--- config.mk ---
export PLATFORM = sky130hd
export DESIGN_NAME = sadc_top
export DESIGN_NICKNAME = d
export VERILOG_FILES = /design/src/sadc_pkg.sv /design/src/sadc_sar.sv /design/src/sadc_top.sv
export VERILOG_INCLUDE_DIRS = /design/src /design/src/src
export SDC_FILE = /design/constraint.sdc
export NUM_CORES = 1
export LEC_CHECK = 0
export ABC_CLOCK_PERIOD_IN_PS = 1750
export BUFFER_PORTS_ARGS = -buffer_cell sky130_fd_sc_hd__buf_2
export CAP_MARGIN = 5
export CELL_PAD_IN_SITES_DETAIL_PLACEMENT = 2
export CELL_PAD_IN_SITES_GLOBAL_PLACEMENT = 2
export CORE_ASPECT_RATIO = 0.6
export CORE_MARGIN = 3
export CORE_UTILIZATION = 29
export CTS_BUF_LIST = sky130_fd_sc_hd__clkbuf_4 sky130_fd_sc_hd__clkbuf_8
export DETAILED_ROUTE_END_ITERATION = 7
export GPL_ROUTABILITY_DRIVEN = 0
export PLACE_DENSITY_LB_ADDON = 0.15
export SLEW_MARGIN = 20
export SYNTH_ARGS = -nofsm -noshare
export SYNTH_HDL_FRONTEND = slang
export SYNTH_SLANG_ARGS = --single-unit
export TNS_END_PERCENT = 50
--- constraint.sdc ---
create_clock -name aclk -period 1.75 [get_ports aclk]
set_clock_uncertainty 0.05 [all_clocks]
set_input_delay 0.35 -clock aclk [delete_from_list [all_inputs] [get_ports aclk]]
set_output_delay 0.35 -clock aclk [all_outputs]
set_load 0.01 [all_outputs]
--- src/sadc_regs.svh ---
/*
  register offsets, field positions, reset values and timing counts
  of the successive-approximation converter control block.
  assumes: included by bare name from the package and the bench.
*/
`ifndef SADC_REGS_SVH
`define SADC_REGS_SVH

// register byte offsets on the register bus
`define SADC_ADDR_W        4
`define SADC_OFS_CSR       4'h0
`define SADC_OFS_RES_HIGH  4'h4
`define SADC_OFS_RES_LOW   4'h8

// control/status register fields
`define SADC_CSR_DONE      7
`define SADC_CSR_SPEED     6
`define SADC_CSR_ON        5
`define SADC_CSR_SEL_HI    2
`define SADC_CSR_SEL_LO    0

// result low register fields
`define SADC_LOW_SLOW      3
`define SADC_LOW_D_HI      1

// widths, reset values and codes
`define SADC_RES_W         10
`define SADC_SEL_W         3
`define SADC_BIT_W         4
`define SADC_RESET_BYTE    8'h00
`define SADC_RESET_RES     10'h000
`define SADC_MSB_TRIAL     10'h200
`define SADC_MSB_INDEX     4'h9
`define SADC_SAMPLE_TICKS  3'h4
`define SADC_SAMPLE_LAST   3'h0

// converter clock divider limits (count of cpu cycles minus one)
`define SADC_DIV_W         2
`define SADC_DIV_FULL      2'h0
`define SADC_DIV_HALF      2'h1
`define SADC_DIV_QUARTER   2'h3

// bus answers
`define SADC_RESP_OKAY     2'h0
`define SADC_RESP_SLVERR   2'h2

`endif

--- src/sadc_pkg.sv ---
/*
  types shared by the converter control block.
  assumes: compiled before the design modules.
*/
`include "sadc_regs.svh"

package sadc_pkg;

  // successive-approximation sequencer states
  typedef enum logic [1:0] {
    SADC_IDLE   = 2'b00,
    SADC_SAMPLE = 2'b01,
    SADC_CONV   = 2'b10
  } sadc_state_type;

endpackage : sadc_pkg

--- src/sadc_sar.sv ---
/*
  successive-approximation sequencer: samples the chosen input, then
  decides ten bits msb first from the comparator, and repeats while on.
  assumes: comparator answer is valid one converter tick after trial_code
  changes; tick is a one-cycle pulse from the clock divider, held high every cycle with the fast bit set and the slow bit clear.
*/
`timescale 1ns/1ps

module sadc_sar
  import sadc_pkg::*;
(
  input  wire logic                    aclk,
  input  wire logic                    aresetn,
  input  wire logic                    run,
  input  wire logic                    tick,
  input  wire logic [`SADC_SEL_W-1:0]  select_in,
  input  wire logic                    cmp_above,
  output logic                         sample_hold,
  output logic      [`SADC_SEL_W-1:0]  channel_out,
  output logic      [`SADC_RES_W-1:0]  trial_code,
  output logic                         done,
  output logic      [`SADC_RES_W-1:0]  result
);

  sadc_state_type            state_r, state_nxt;
  logic [2:0]                samp_r, samp_nxt;
  logic [`SADC_BIT_W-1:0]    bit_r, bit_nxt;
  logic [`SADC_RES_W-1:0]    code_r, code_nxt;
  logic [`SADC_RES_W-1:0]    trial_r, trial_nxt;
  logic [`SADC_SEL_W-1:0]    chan_r, chan_nxt;
  logic [`SADC_RES_W-1:0]    res_r, res_nxt;
  logic                      done_r, done_nxt;

  // next-state of the sequencer
  always_comb begin
    state_nxt = state_r;
    samp_nxt  = samp_r;
    bit_nxt   = bit_r;
    code_nxt  = code_r;
    trial_nxt = trial_r;
    chan_nxt  = chan_r;
    res_nxt   = res_r;
    done_nxt  = 1'b0;
    if (!run) begin
      state_nxt = SADC_IDLE;
      trial_nxt = `SADC_RESET_RES;
    end else if (tick) begin
      unique case (state_r)
        SADC_IDLE: begin
          chan_nxt  = select_in;
          samp_nxt  = `SADC_SAMPLE_TICKS;
          state_nxt = SADC_SAMPLE;
        end
        SADC_SAMPLE: begin
          if (samp_r == `SADC_SAMPLE_LAST) begin
            state_nxt = SADC_CONV;
            bit_nxt   = `SADC_MSB_INDEX;
            code_nxt  = `SADC_RESET_RES;
            trial_nxt = `SADC_MSB_TRIAL;
          end else begin
            samp_nxt = samp_r - 3'h1;
          end
        end
        SADC_CONV: begin
          // keep bit when input at or above trial
          code_nxt  = cmp_above ? trial_r : code_r;
          if (bit_r == `SADC_BIT_W'(0)) begin
            // restart at once, back to back
            res_nxt   = code_nxt;
            done_nxt  = 1'b1;
            chan_nxt  = select_in;
            samp_nxt  = `SADC_SAMPLE_TICKS;
            trial_nxt = `SADC_RESET_RES;
            state_nxt = SADC_SAMPLE;
          end else begin
            bit_nxt   = bit_r - `SADC_BIT_W'(1);
            // trial xor kept code isolates the bit under test, so kept bits never shift
            trial_nxt = code_nxt | ((trial_r ^ code_r) >> 1);
          end
        end
        default: state_nxt = SADC_IDLE;
      endcase
    end
  end

  // sequencer registers
  always_ff @(posedge aclk) begin
    if (!aresetn) begin
      state_r <= SADC_IDLE;
      samp_r  <= `SADC_SAMPLE_LAST;
      bit_r   <= `SADC_MSB_INDEX;
      code_r  <= `SADC_RESET_RES;
      trial_r <= `SADC_RESET_RES;
      chan_r  <= '0;
      res_r   <= `SADC_RESET_RES;
      done_r  <= 1'b0;
    end else begin
      state_r <= state_nxt;
      samp_r  <= samp_nxt;
      bit_r   <= bit_nxt;
      code_r  <= code_nxt;
      trial_r <= trial_nxt;
      chan_r  <= chan_nxt;
      res_r   <= res_nxt;
      done_r  <= done_nxt;
    end
  end

  // outputs to the converter core and the register side
  assign sample_hold = (state_r == SADC_SAMPLE);
  assign channel_out = chan_r;
  assign trial_code  = trial_r;
  assign done        = done_r;
  assign result      = res_r;

  // checks of the sequencer
  off_goes_idle_a : assert property (@(posedge aclk) disable iff (!aresetn)
    !run |=> state_r == SADC_IDLE)
    else $error("sequencer did not stop when switched off");
  done_from_conv_a : assert property (@(posedge aclk) disable iff (!aresetn)
    done |-> $past(state_r) == SADC_CONV && $past(tick))
    else $error("completion pulse without a final bit decision");
  chan_stable_a : assert property (@(posedge aclk) disable iff (!aresetn)
    state_r == SADC_CONV && state_nxt == SADC_CONV |=> $stable(chan_r))
    else $error("channel changed during a conversion");
  cover_done_c : cover property (@(posedge aclk) disable iff (!aresetn) done);

endmodule : sadc_sar

--- src/sadc_top.sv ---
/*
  control block of a 10-bit successive-approximation converter with
  seven multiplexed inputs: register file on axi4-lite, clock divider,
  sequencer instance, completion flag and result registers.
  assumes: the analog core outside drives cmp_above for the trial code
  and the selected channel; halt_mode and wait_mode come from the
  power manager and are synchronous to aclk.
*/
`timescale 1ns/1ps

// Function
// - ten-bit successive approximation over seven multiplexed inputs with sample/hold.
// - results held in high/low register pair; one control/status register.
// - three-bit input select field chooses the converted channel.
// - converter-on starts continuous back-to-back conversion.
// - each completion sets done flag and loads both result registers.
// - reading high result clears done flag; reading low does not.
// - input above upper reference gives 0xff/0x03, no overflow flag.
// - input below lower reference gives zero in both result registers.
// - result codes are monotonic with the input.
// - clearing converter-on powers the converter off.
// - wait mode leaves conversion unchanged.
// - halt disables converter; software waits stabilisation after wakeup.
// - analog use of a pin keeps its digital input readable.
// - select codes 000 to 110 map to inputs 0 to 6.
// - high holds result bits 9..2, low holds bits 1..0.
// - converter clock: cpu/2, cpu with fast bit, cpu/4 with slow bit.
module sadc_top
  import sadc_pkg::*;
(
  input  wire logic                     aclk,
  input  wire logic                     aresetn,
  input  wire logic                     s_axi_awvalid,
  output logic                          s_axi_awready,
  input  wire logic [`SADC_ADDR_W-1:0]  s_axi_awaddr,
  input  wire logic                     s_axi_wvalid,
  output logic                          s_axi_wready,
  input  wire logic [31:0]              s_axi_wdata,
  input  wire logic [3:0]               s_axi_wstrb,
  output logic                          s_axi_bvalid,
  input  wire logic                     s_axi_bready,
  output logic      [1:0]               s_axi_bresp,
  input  wire logic                     s_axi_arvalid,
  output logic                          s_axi_arready,
  input  wire logic [`SADC_ADDR_W-1:0]  s_axi_araddr,
  output logic                          s_axi_rvalid,
  input  wire logic                     s_axi_rready,
  output logic      [31:0]              s_axi_rdata,
  output logic      [1:0]               s_axi_rresp,
  input  wire logic                     halt_mode,
  input  wire logic                     wait_mode,
  input  wire logic                     cmp_above,
  output logic                          converter_power,
  output logic                          sample_hold,
  output logic      [`SADC_SEL_W-1:0]   analog_input_select,
  output logic      [`SADC_RES_W-1:0]   trial_code
);

  // software-visible state
  logic                     done_r, done_nxt;
  logic                     on_r, on_nxt;
  logic                     speed_r, speed_nxt;
  logic                     slow_r, slow_nxt;
  logic [`SADC_SEL_W-1:0]   sel_r, sel_nxt;
  logic [`SADC_RES_W-1:0]   res_r, res_nxt;
  // bus slave state
  logic                     awh_r, awh_nxt;
  logic [`SADC_ADDR_W-1:0]  awa_r, awa_nxt;
  logic                     wh_r, wh_nxt;
  logic [7:0]               wd_r, wd_nxt;
  logic                     ws_r, ws_nxt;
  logic                     bv_r, bv_nxt;
  logic [1:0]               br_r, br_nxt;
  logic                     rv_r, rv_nxt;
  logic [31:0]              rd_r, rd_nxt;
  logic [1:0]               rr_r, rr_nxt;
  // divider state
  logic [`SADC_DIV_W-1:0]   div_r, div_nxt;
  logic [`SADC_DIV_W-1:0]   div_lim;
  logic                     tick;
  // sequencer wiring
  logic                     run;
  logic                     sar_done;
  logic [`SADC_RES_W-1:0]   sar_result;
  logic                     wr_fire, rd_fire;
  logic                     rd_high;
  logic [7:0]               rd_byte;

  assign run             = on_r && !halt_mode;
  assign converter_power = run;

  // divider limit from slow and fast bits
  always_comb begin
    if (slow_r)       div_lim = `SADC_DIV_QUARTER;
    else if (speed_r) div_lim = `SADC_DIV_FULL;
    else              div_lim = `SADC_DIV_HALF;
  end
  assign tick = (div_r >= div_lim);

  always_comb begin
    div_nxt = tick ? '0 : div_r + `SADC_DIV_W'(1);
  end

  always_ff @(posedge aclk) begin
    if (!aresetn) div_r <= '0;
    else          div_r <= div_nxt;
  end

  // sequencer latches select at each conversion start and drives the input mux
  sadc_sar u_sar (
    .aclk        (aclk),
    .aresetn     (aresetn),
    .run         (run),
    .tick        (tick),
    .select_in   (sel_r),
    .cmp_above   (cmp_above),
    .sample_hold (sample_hold),
    .channel_out (analog_input_select),
    .trial_code  (trial_code),
    .done        (sar_done),
    .result      (sar_result)
  );

  // bus handshakes; a write completes once both halves are held
  assign s_axi_awready = !awh_r && !bv_r;
  assign s_axi_wready  = !wh_r && !bv_r;
  assign s_axi_arready = !rv_r;
  assign s_axi_bvalid  = bv_r;
  assign s_axi_bresp   = br_r;
  assign s_axi_rvalid  = rv_r;
  assign s_axi_rdata   = rd_r;
  assign s_axi_rresp   = rr_r;
  assign wr_fire       = awh_r && wh_r && !bv_r;
  assign rd_fire       = s_axi_arvalid && !rv_r;
  assign rd_high       = rd_fire && (s_axi_araddr == `SADC_OFS_RES_HIGH);

  // one status and two result registers, reserved bits read zero
  always_comb begin
    rd_byte = `SADC_RESET_BYTE;
    unique case (s_axi_araddr)
      `SADC_OFS_CSR: begin
        rd_byte[`SADC_CSR_DONE]  = done_r;
        rd_byte[`SADC_CSR_SPEED] = speed_r;
        rd_byte[`SADC_CSR_ON]    = on_r;
        rd_byte[`SADC_CSR_SEL_HI:`SADC_CSR_SEL_LO] = sel_r;
      end
      `SADC_OFS_RES_HIGH: rd_byte = res_r[`SADC_RES_W-1:2];
      `SADC_OFS_RES_LOW: begin
        rd_byte[`SADC_LOW_SLOW] = slow_r;
        rd_byte[`SADC_LOW_D_HI:0] = res_r[1:0];
      end
      default: rd_byte = `SADC_RESET_BYTE;
    endcase
  end

  // next values of bus slave and registers
  always_comb begin
    awh_nxt = awh_r;
    awa_nxt = awa_r;
    wh_nxt  = wh_r;
    wd_nxt  = wd_r;
    ws_nxt  = ws_r;
    bv_nxt  = bv_r;
    br_nxt  = br_r;
    rv_nxt  = rv_r;
    rd_nxt  = rd_r;
    rr_nxt  = rr_r;
    on_nxt    = on_r;
    speed_nxt = speed_r;
    slow_nxt  = slow_r;
    sel_nxt   = sel_r;
    res_nxt   = res_r;
    done_nxt  = done_r;
    if (s_axi_awvalid && s_axi_awready) begin
      awh_nxt = 1'b1;
      awa_nxt = s_axi_awaddr;
    end
    if (s_axi_wvalid && s_axi_wready) begin
      wh_nxt = 1'b1;
      wd_nxt = s_axi_wdata[7:0];
      ws_nxt = s_axi_wstrb[0];
    end
    if (wr_fire) begin
      awh_nxt = 1'b0;
      wh_nxt  = 1'b0;
      bv_nxt  = 1'b1;
      br_nxt  = `SADC_RESP_OKAY;
      unique case (awa_r)
        `SADC_OFS_CSR: begin
          if (ws_r) begin
            speed_nxt = wd_r[`SADC_CSR_SPEED];
            on_nxt    = wd_r[`SADC_CSR_ON];
            sel_nxt   = wd_r[`SADC_CSR_SEL_HI:`SADC_CSR_SEL_LO];
          end
        end
        `SADC_OFS_RES_LOW: if (ws_r) slow_nxt = wd_r[`SADC_LOW_SLOW];
        `SADC_OFS_RES_HIGH: br_nxt = `SADC_RESP_OKAY;
        default: br_nxt = `SADC_RESP_SLVERR;
      endcase
    end else if (bv_r && s_axi_bready) begin
      bv_nxt = 1'b0;
    end
    if (rd_fire) begin
      rv_nxt = 1'b1;
      rd_nxt = {24'h000000, rd_byte};
      rr_nxt = (s_axi_araddr == `SADC_OFS_CSR || s_axi_araddr == `SADC_OFS_RES_HIGH ||
                s_axi_araddr == `SADC_OFS_RES_LOW) ? `SADC_RESP_OKAY : `SADC_RESP_SLVERR;
    end else if (rv_r && s_axi_rready) begin
      rv_nxt = 1'b0;
    end
    // high read clears, completion in same cycle wins
    if (rd_high) done_nxt = 1'b0;
    if (sar_done) begin
      // flag and results, full scale and zero pass through
      done_nxt = 1'b1;
      res_nxt  = sar_result;
    end
  end

  // reset values; no interrupt output exists
  always_ff @(posedge aclk) begin
    if (!aresetn) begin
      awh_r   <= 1'b0;
      awa_r   <= '0;
      wh_r    <= 1'b0;
      wd_r    <= `SADC_RESET_BYTE;
      ws_r    <= 1'b0;
      bv_r    <= 1'b0;
      br_r    <= `SADC_RESP_OKAY;
      rv_r    <= 1'b0;
      rd_r    <= '0;
      rr_r    <= `SADC_RESP_OKAY;
      on_r    <= 1'b0;
      speed_r <= 1'b0;
      slow_r  <= 1'b0;
      sel_r   <= '0;
      res_r   <= `SADC_RESET_RES;
      done_r  <= 1'b0;
    end else begin
      awh_r   <= awh_nxt;
      awa_r   <= awa_nxt;
      wh_r    <= wh_nxt;
      wd_r    <= wd_nxt;
      ws_r    <= ws_nxt;
      bv_r    <= bv_nxt;
      br_r    <= br_nxt;
      rv_r    <= rv_nxt;
      rd_r    <= rd_nxt;
      rr_r    <= rr_nxt;
      on_r    <= on_nxt;
      speed_r <= speed_nxt;
      slow_r  <= slow_nxt;
      sel_r   <= sel_nxt;
      res_r   <= res_nxt;
      done_r  <= done_nxt;
    end
  end

  // no pin control here: digital input path stays untouched
  // wait_mode is deliberately not used by any logic
  logic wait_seen;
  assign wait_seen = wait_mode;

  // checks of the register side
  done_sets_a : assert property (@(posedge aclk) disable iff (!aresetn)
    sar_done |=> done_r && res_r == $past(sar_result))
    else $error("completion did not set flag and result");
  high_clears_a : assert property (@(posedge aclk) disable iff (!aresetn)
    rd_high && !sar_done |=> !done_r)
    else $error("high result read did not clear done flag");
  low_keeps_a : assert property (@(posedge aclk) disable iff (!aresetn)
    done_r && !rd_high |=> done_r)
    else $error("done flag lost without a high read");
  halt_off_a : assert property (@(posedge aclk) disable iff (!aresetn)
    halt_mode |-> !converter_power ##1 !sar_done)
    else $error("converter running in halt");
  quarter_div_a : assert property (@(posedge aclk) disable iff (!aresetn)
    slow_r && tick ##1 slow_r |-> !tick ##1 (!tick || !$stable(slow_r)))
    else $error("slow divider ticked too soon");
  read_answer_a : assert property (@(posedge aclk) disable iff (!aresetn)
    rd_fire |=> s_axi_rvalid)
    else $error("read not answered next cycle");
  write_answer_a : assert property (@(posedge aclk) disable iff (!aresetn)
    wr_fire |=> s_axi_bvalid)
    else $error("write not answered next cycle");
  off_idle_a : assert property (@(posedge aclk) disable iff (!aresetn)
    !on_r [*2] |-> !sar_done)
    else $error("conversion finished while switched off");
  cover_high_c : cover property (@(posedge aclk) disable iff (!aresetn) rd_high && done_r);
  cover_race_c : cover property (@(posedge aclk) disable iff (!aresetn) rd_high && sar_done);
  cover_full_c : cover property (@(posedge aclk) disable iff (!aresetn)
    sar_done && sar_result == 10'h3ff);

endmodule : sadc_top

# ---- After elaboration in Yosys (flattened, before gate mapping)
# Index checks and enable logic that the tools add are counted.
dict set report classes {
  reduce_logical 43
  muxes 33
  n_eq_ne 10
  n_lt_le_gt_ge 1
  addsub 3
  bitwise_logic 3
}
# op n
set op_table {}
lappend op_table {{two-way mux 10 bit} 4}
lappend op_table {{one-hot mux 10 bit (2 select lines)} 2}
lappend op_table {{AND reduction 4 bit} 4}
lappend op_table {{zero test 4 bit} 3}
lappend op_table {{one-hot mux 2 bit (3 select lines)} 2}
lappend op_table {{one-hot mux 3 bit (2 select lines)} 2}
lappend op_table {{AND reduction 3 bit} 4}
lappend op_table {{logical AND 1 bit} 11}
lappend op_table {{two-way mux 2 bit} 5}
lappend op_table {{OR 10 x 9 -> 10 bit} 1}
lappend op_table {{AND reduction 5 bit} 2}
lappend op_table {{nonzero test 2 bit} 5}
lappend op_table {{XOR 10 bit} 1}
lappend op_table {{two-way mux 1 bit} 9}
lappend op_table {{two-way mux 3 bit} 3}
lappend op_table {{one-hot mux 3 bit (3 select lines)} 1}
lappend op_table {{== test 4 x 3 -> 1 bit, second input constant} 2}
lappend op_table {{== test 4 bit, second input constant} 2}
lappend op_table {{two-way mux 4 bit} 2}
lappend op_table {{one-hot mux 4 bit (2 select lines)} 1}
lappend op_table {{zero test 1 bit} 5}
lappend op_table {{!= test 2 x 1 -> 1 bit, second input constant} 2}
lappend op_table {{!= test 2 bit, second input constant} 2}
lappend op_table {{one-hot mux 1 bit (2 select lines)} 2}
lappend op_table {{14 further kinds} 16}
dict set report totals {
  wordCells 118
  out_inout_bits 56
  in_bits 54
  ff_bits 90
}

# ---- Depth between registers and ports, before layout
dict set report depth {
  depth_word 5
  ltp_mapped 9
}

# ---- Cells and area by module
# A second synthesis with hierarchy kept.
dict set report hier_totals {
  hier_cells 463
  area_unflattened_um2 4336.7
}
# module cells_each seq_area_each_um2 instances area_each_um2
set modules_own_cells {}
lappend modules_own_cells {sadc_sar 246 860.8 1 2311.0}
lappend modules_own_cells {sadc_top 217 880.8 1 2025.7}

# ---- Worst setup path before layout
# No wires, ideal clock.
dict set report synth_timing {
  kind {flip-flop to flip-flop}
  start {register slow_r}
  end {register u_sar.bit_r[0]}
  required_ns 1.560
  stages_incl_launch_ff 10
  synth_period_minus_slack_ns 1.811
  setup_time_ns 0.140
  slack_ns -0.061
  path_buffers 2
  arrival_time_ns 1.621
  cell_sequence {dfxtp_1 -> inv_1 -> nand2_1 -> ha_1 -> nor3b_1 -> or3_1 -> buf_4 -> clkbuf_2 -> o21ai_0 -> o211ai_1}
}
dict set report synth_between {
  elab_chain_cells 3
}
# element line_no
set synth_rtl {}
lappend synth_rtl {{start, declared} sadc_top.sv:63} ;# logic slow_r, slow_nxt;
lappend synth_rtl {{start signal, assigned} sadc_top.sv:252} ;# slow_r <= slow_nxt;
lappend synth_rtl {{two-way mux 2 bit} sadc_top.sv:94} ;# if (slow_r) div_lim = `SADC_DIV_QUARTER;
lappend synth_rtl {{greater-or-equal comparator 2 bit} sadc_top.sv:98} ;# assign tick = (div_r >= div_lim);
lappend synth_rtl {{AND reduction 5 bit (no source line)} n/a}
lappend synth_rtl {{end signal, assigned} sadc_sar.sv:91} ;# bit_r <= `SADC_MSB_INDEX;
lappend synth_rtl {{end signal, assigned} sadc_sar.sv:100} ;# bit_r <= bit_nxt;
lappend synth_rtl {{end, declared} sadc_sar.sv:27} ;# logic [`SADC_BIT_W-1:0] bit_r, bit_nxt;
# No other way between the ends.
# A chain may end at the register's enable or synchronous reset.

# ---- Worst setup path after layout
dict set report layout_timing {
  start {register slow_r}
  end {register u_sar.res_r[0], in the netlist u_sar.result[0]}
}
dict set report layout_between {
  elab_chain_cells 3
}
# element line_no
set layout_rtl {}
lappend layout_rtl {{two-way mux 2 bit} sadc_top.sv:94}
lappend layout_rtl {{greater-or-equal comparator 2 bit} sadc_top.sv:98}
lappend layout_rtl {{AND reduction 4 bit (no source line)} n/a}
lappend layout_rtl {{end signal, assigned} sadc_sar.sv:95} ;# res_r <= `SADC_RESET_RES;
lappend layout_rtl {{end signal, assigned} sadc_sar.sv:104} ;# res_r <= res_nxt;
lappend layout_rtl {{end, declared} sadc_sar.sv:31} ;# logic [`SADC_RES_W-1:0] res_r, res_nxt;
# No other way between the ends.

==> reports/metrics.cfg <==
[placed_design]
place_ws_ns = -0.219
port_buffers = 53
dpl_cell_area_sq_um = 4630
dp_hpwl_um = 9350

[synth]
synth_top_flop_cell = dfxtp_1
yosysSeqAreaShare_pct = 43.7
postSynthCellCount = 444
synthAdderAreaFrac_pct = 1.88
yosys_warnings = 0
synth_simple_gate_area_share_pct = 17.7
synth_compound_area_share_pct = 15.3
synth_top_family_by_area = simple AND/OR/NAND/NOR gates
synth_area_sq_um = 3990
yosysUniqueCellTypes = 52
ys_seq_elements = 87
synth_edf_count = 0
syn_area_per_cell_sq_um = 8.99
muxShareOfSynthArea_pct = 10.8
synthArstFlopShare_pct = 0
synth_xor_area_share_pct = 2.20

[final_layout]
final_cell_mix = dfxtp_1, buf_2, nor2_1, mux2i_1, a21oi_1
area_growth_pct = 25.6
fillers = 1477
multi_input_area_sq_um = 2130
final_cell_area_sq_um = 5010
antenna_cells = 0
fin_util_pct = 38.2
layout_commonest_cell = dfxtp_1
drive_gt1_share_pct = 28.8
final-seq-area_sq_um = 1750
nNetsFinal = 589

[sta]
setup_viol = 27
fin_crit_ns = 1.88
hold_violations = 0
tightest_slew_ns = 0.662
slew-limit-headroom_pct = 55.8
max_freq_ghz = 0.531
slew_viol_final = 0
rsz0062_at_grt = yes
setup_ws_ns = -0.132
setup_tns_ns = -2.43
fin_crit_sh_pct = 108
fin_hold_ws_ns = 0.173

[cts]
cts_root_buf = clkbuf_8
clock_path_buffers = 2
cts_sinks = 87
cts_buffers = 9
cts-htree-levels = 3
worstSkewPairLatency_ns = 0.37
clkTransAtPathRegs_ns = 0.08
cts_tree = built

[detailed_routing]
wl_per_cell_um = 18.2
drt_first_pass_iters = 5
route.detailed.drc = 0
via_per_inst = 4.88
routed-via-count = 3428
drt_iter0_drc = 162
ant_nets = 0
wl_um = 12800

[global_route]
global_route.overflow_total = 0
grt_max_degree = 46
grtUsageTotal_pct = 17.1
antenna_found_initial = 0
first_global_vias = 3716
grt_pass1_wl_um = 20500

[worst_setup_path]
critical-path-top-delay-family = simple AND/OR/NAND/NOR gates
path_class = register to register
cp_max_fo = 10
endpoint_kind = register
required_ns = 1.94
critical-path-slowest-cell = or3_4
crit_chain = inv_2 > nand2_2 > ha_4 > nor3b_4 > or3_4 > buf_4 > nor3_4 > buf_12 > a211oi_2
critical_path.max_stage_delay_ns = 0.38
arrival_ns = 2.07
cp_num_buf_inv = 3
start_kind = register

[power_and_ir_drop]
p_leak_nw = 2.00
power_density_nw_per_um2 = 926
irDropWorstVdd_mv = 0.402

[die]
coreArea_sq_um = 13100
die-area_sq_um = 15200
initial_core_util_pct = 30.4
ios = 110
num_rows = 32
die_x_um = 157
die_h_um = 96.9

[outcome]
status = complete, but fails checks
violations = negative setup slack

[job]
max_cap_viol_count = 0

[hold_path]
hp-class = input pin to register

[sequential cells by signal, summed over array words and instances, names as in the netlist, 2 cells and up]
name,cells
u_sar.trial_code,10
u_sar.code_r,10
awa_r,4
u_sar.state_r,2
res_r,10
u_sar.samp_r,3
sel_r,3
s_axi_rdata,8
div_r,2
wd_r,6
u_sar.channel_out,3
u_sar.bit_r,4
u_sar.result,10
[cells in the mapped netlist, types with 3 or more instances]
library cell / number / area (sq um)
dfxtp_1: 87 / 1740
nor2_1: 52 / 195
mux2i_1: 43 / 430
a21oi_1: 40 / 200
nand2_1: 33 / 124
buf_4: 27 / 203
o21ai_0: 25 / 125
clkbuf_1: 15 / 56.3
a211oi_1: 12 / 90.1
inv_1: 10 / 37.5
xnor2_1: 10 / 87.6
nand4_1: 9 / 56.3
nand2b_1: 7 / 43.8
ha_1: 6 / 75.1
nor2b_1: 6 / 37.5
buf_2: 5 / 25.0
nand3_1: 5 / 25.0
nor3_1: 5 / 25.0
a222oi_1: 4 / 40.0
a22oi_1: 4 / 30.0
nor3_4: 3 / 48.8
[cell families after synthesis]
| group | Yosys count |
|---|---|
| compound gates | 100 |
| xor+xnor | 10 |
| fa+ha+maj | 6 |
| buf+inv | 60 |
| flops | 87 |
| mux | 43 |
| other cells | 1 |
| simple gates | 137 |
[tightest hold or removal path, stage by stage]
cell and delay, ns:
buf_2 0.07, a21oi_1 0.05, nor2_1 0.07
[where the power goes]
group | internal, mW | switching (mW) | leakage [nW]
Clock | 0.827 | 0.737 | 0.107
Combinational | 0.455 | 0.549 | 1.18
Sequential | 2.03 | 0.0398 | 0.705
[final cells by class]
class | instances | share of cell area, %
Inverter | 11 | 0.824
Timing Repair Buffer | 98 | 13.5
Clock inverter | 3 | 1.37
Multi-Input combinational cell | 322 | 42.5
Tap cell | 170 | 4.24
Clock buffer | 11 | 2.77
Sequential cell | 87 | 34.8
[per-stage QoR]
stage / total power, mW / cells
finish: 4.64 / 702
global placement: 2.96 / 685
floorplan: 2.58 / 469
detailed placement: 3.00 / 685
CTS: 4.61 / 701
global route: 4.88 / 702
[worst paths after layout]
kind | start | end | slack [ns] | cells past startpoint
worst max register to register | slow_r | u_sar.result[0] | -0.13 | 9
worst max-delay path | slow_r | u_sar.result[0] | -0.13 | 9
worst min-delay path | s_axi_awaddr[3] | awa_r[3] | 0.17 | 3
worst min register to register | u_sar.channel_out[2] | u_sar.channel_out[2] | 0.42 | 2
[per-layer routing]
metal  wire length, um  global-route usage [%]  vias up  share of wire, %
met2              5740                    26.0       45                45
met1              6600                    24.7     1696                52
met3               333                    3.67       10               2.6
li1                  -                       -     1677                 -
met5                 0                       0        -                 0
met4               106                    4.00        0              0.83
[what timing repair did]
item,4_1_cts,5_1_grt
resized for setup,23,20
hold buffers,0,0
endpoints found under the setup margin,35,47
pin swaps,3,4
setup buffers,2,1
(Power assumes the default switching activity.)
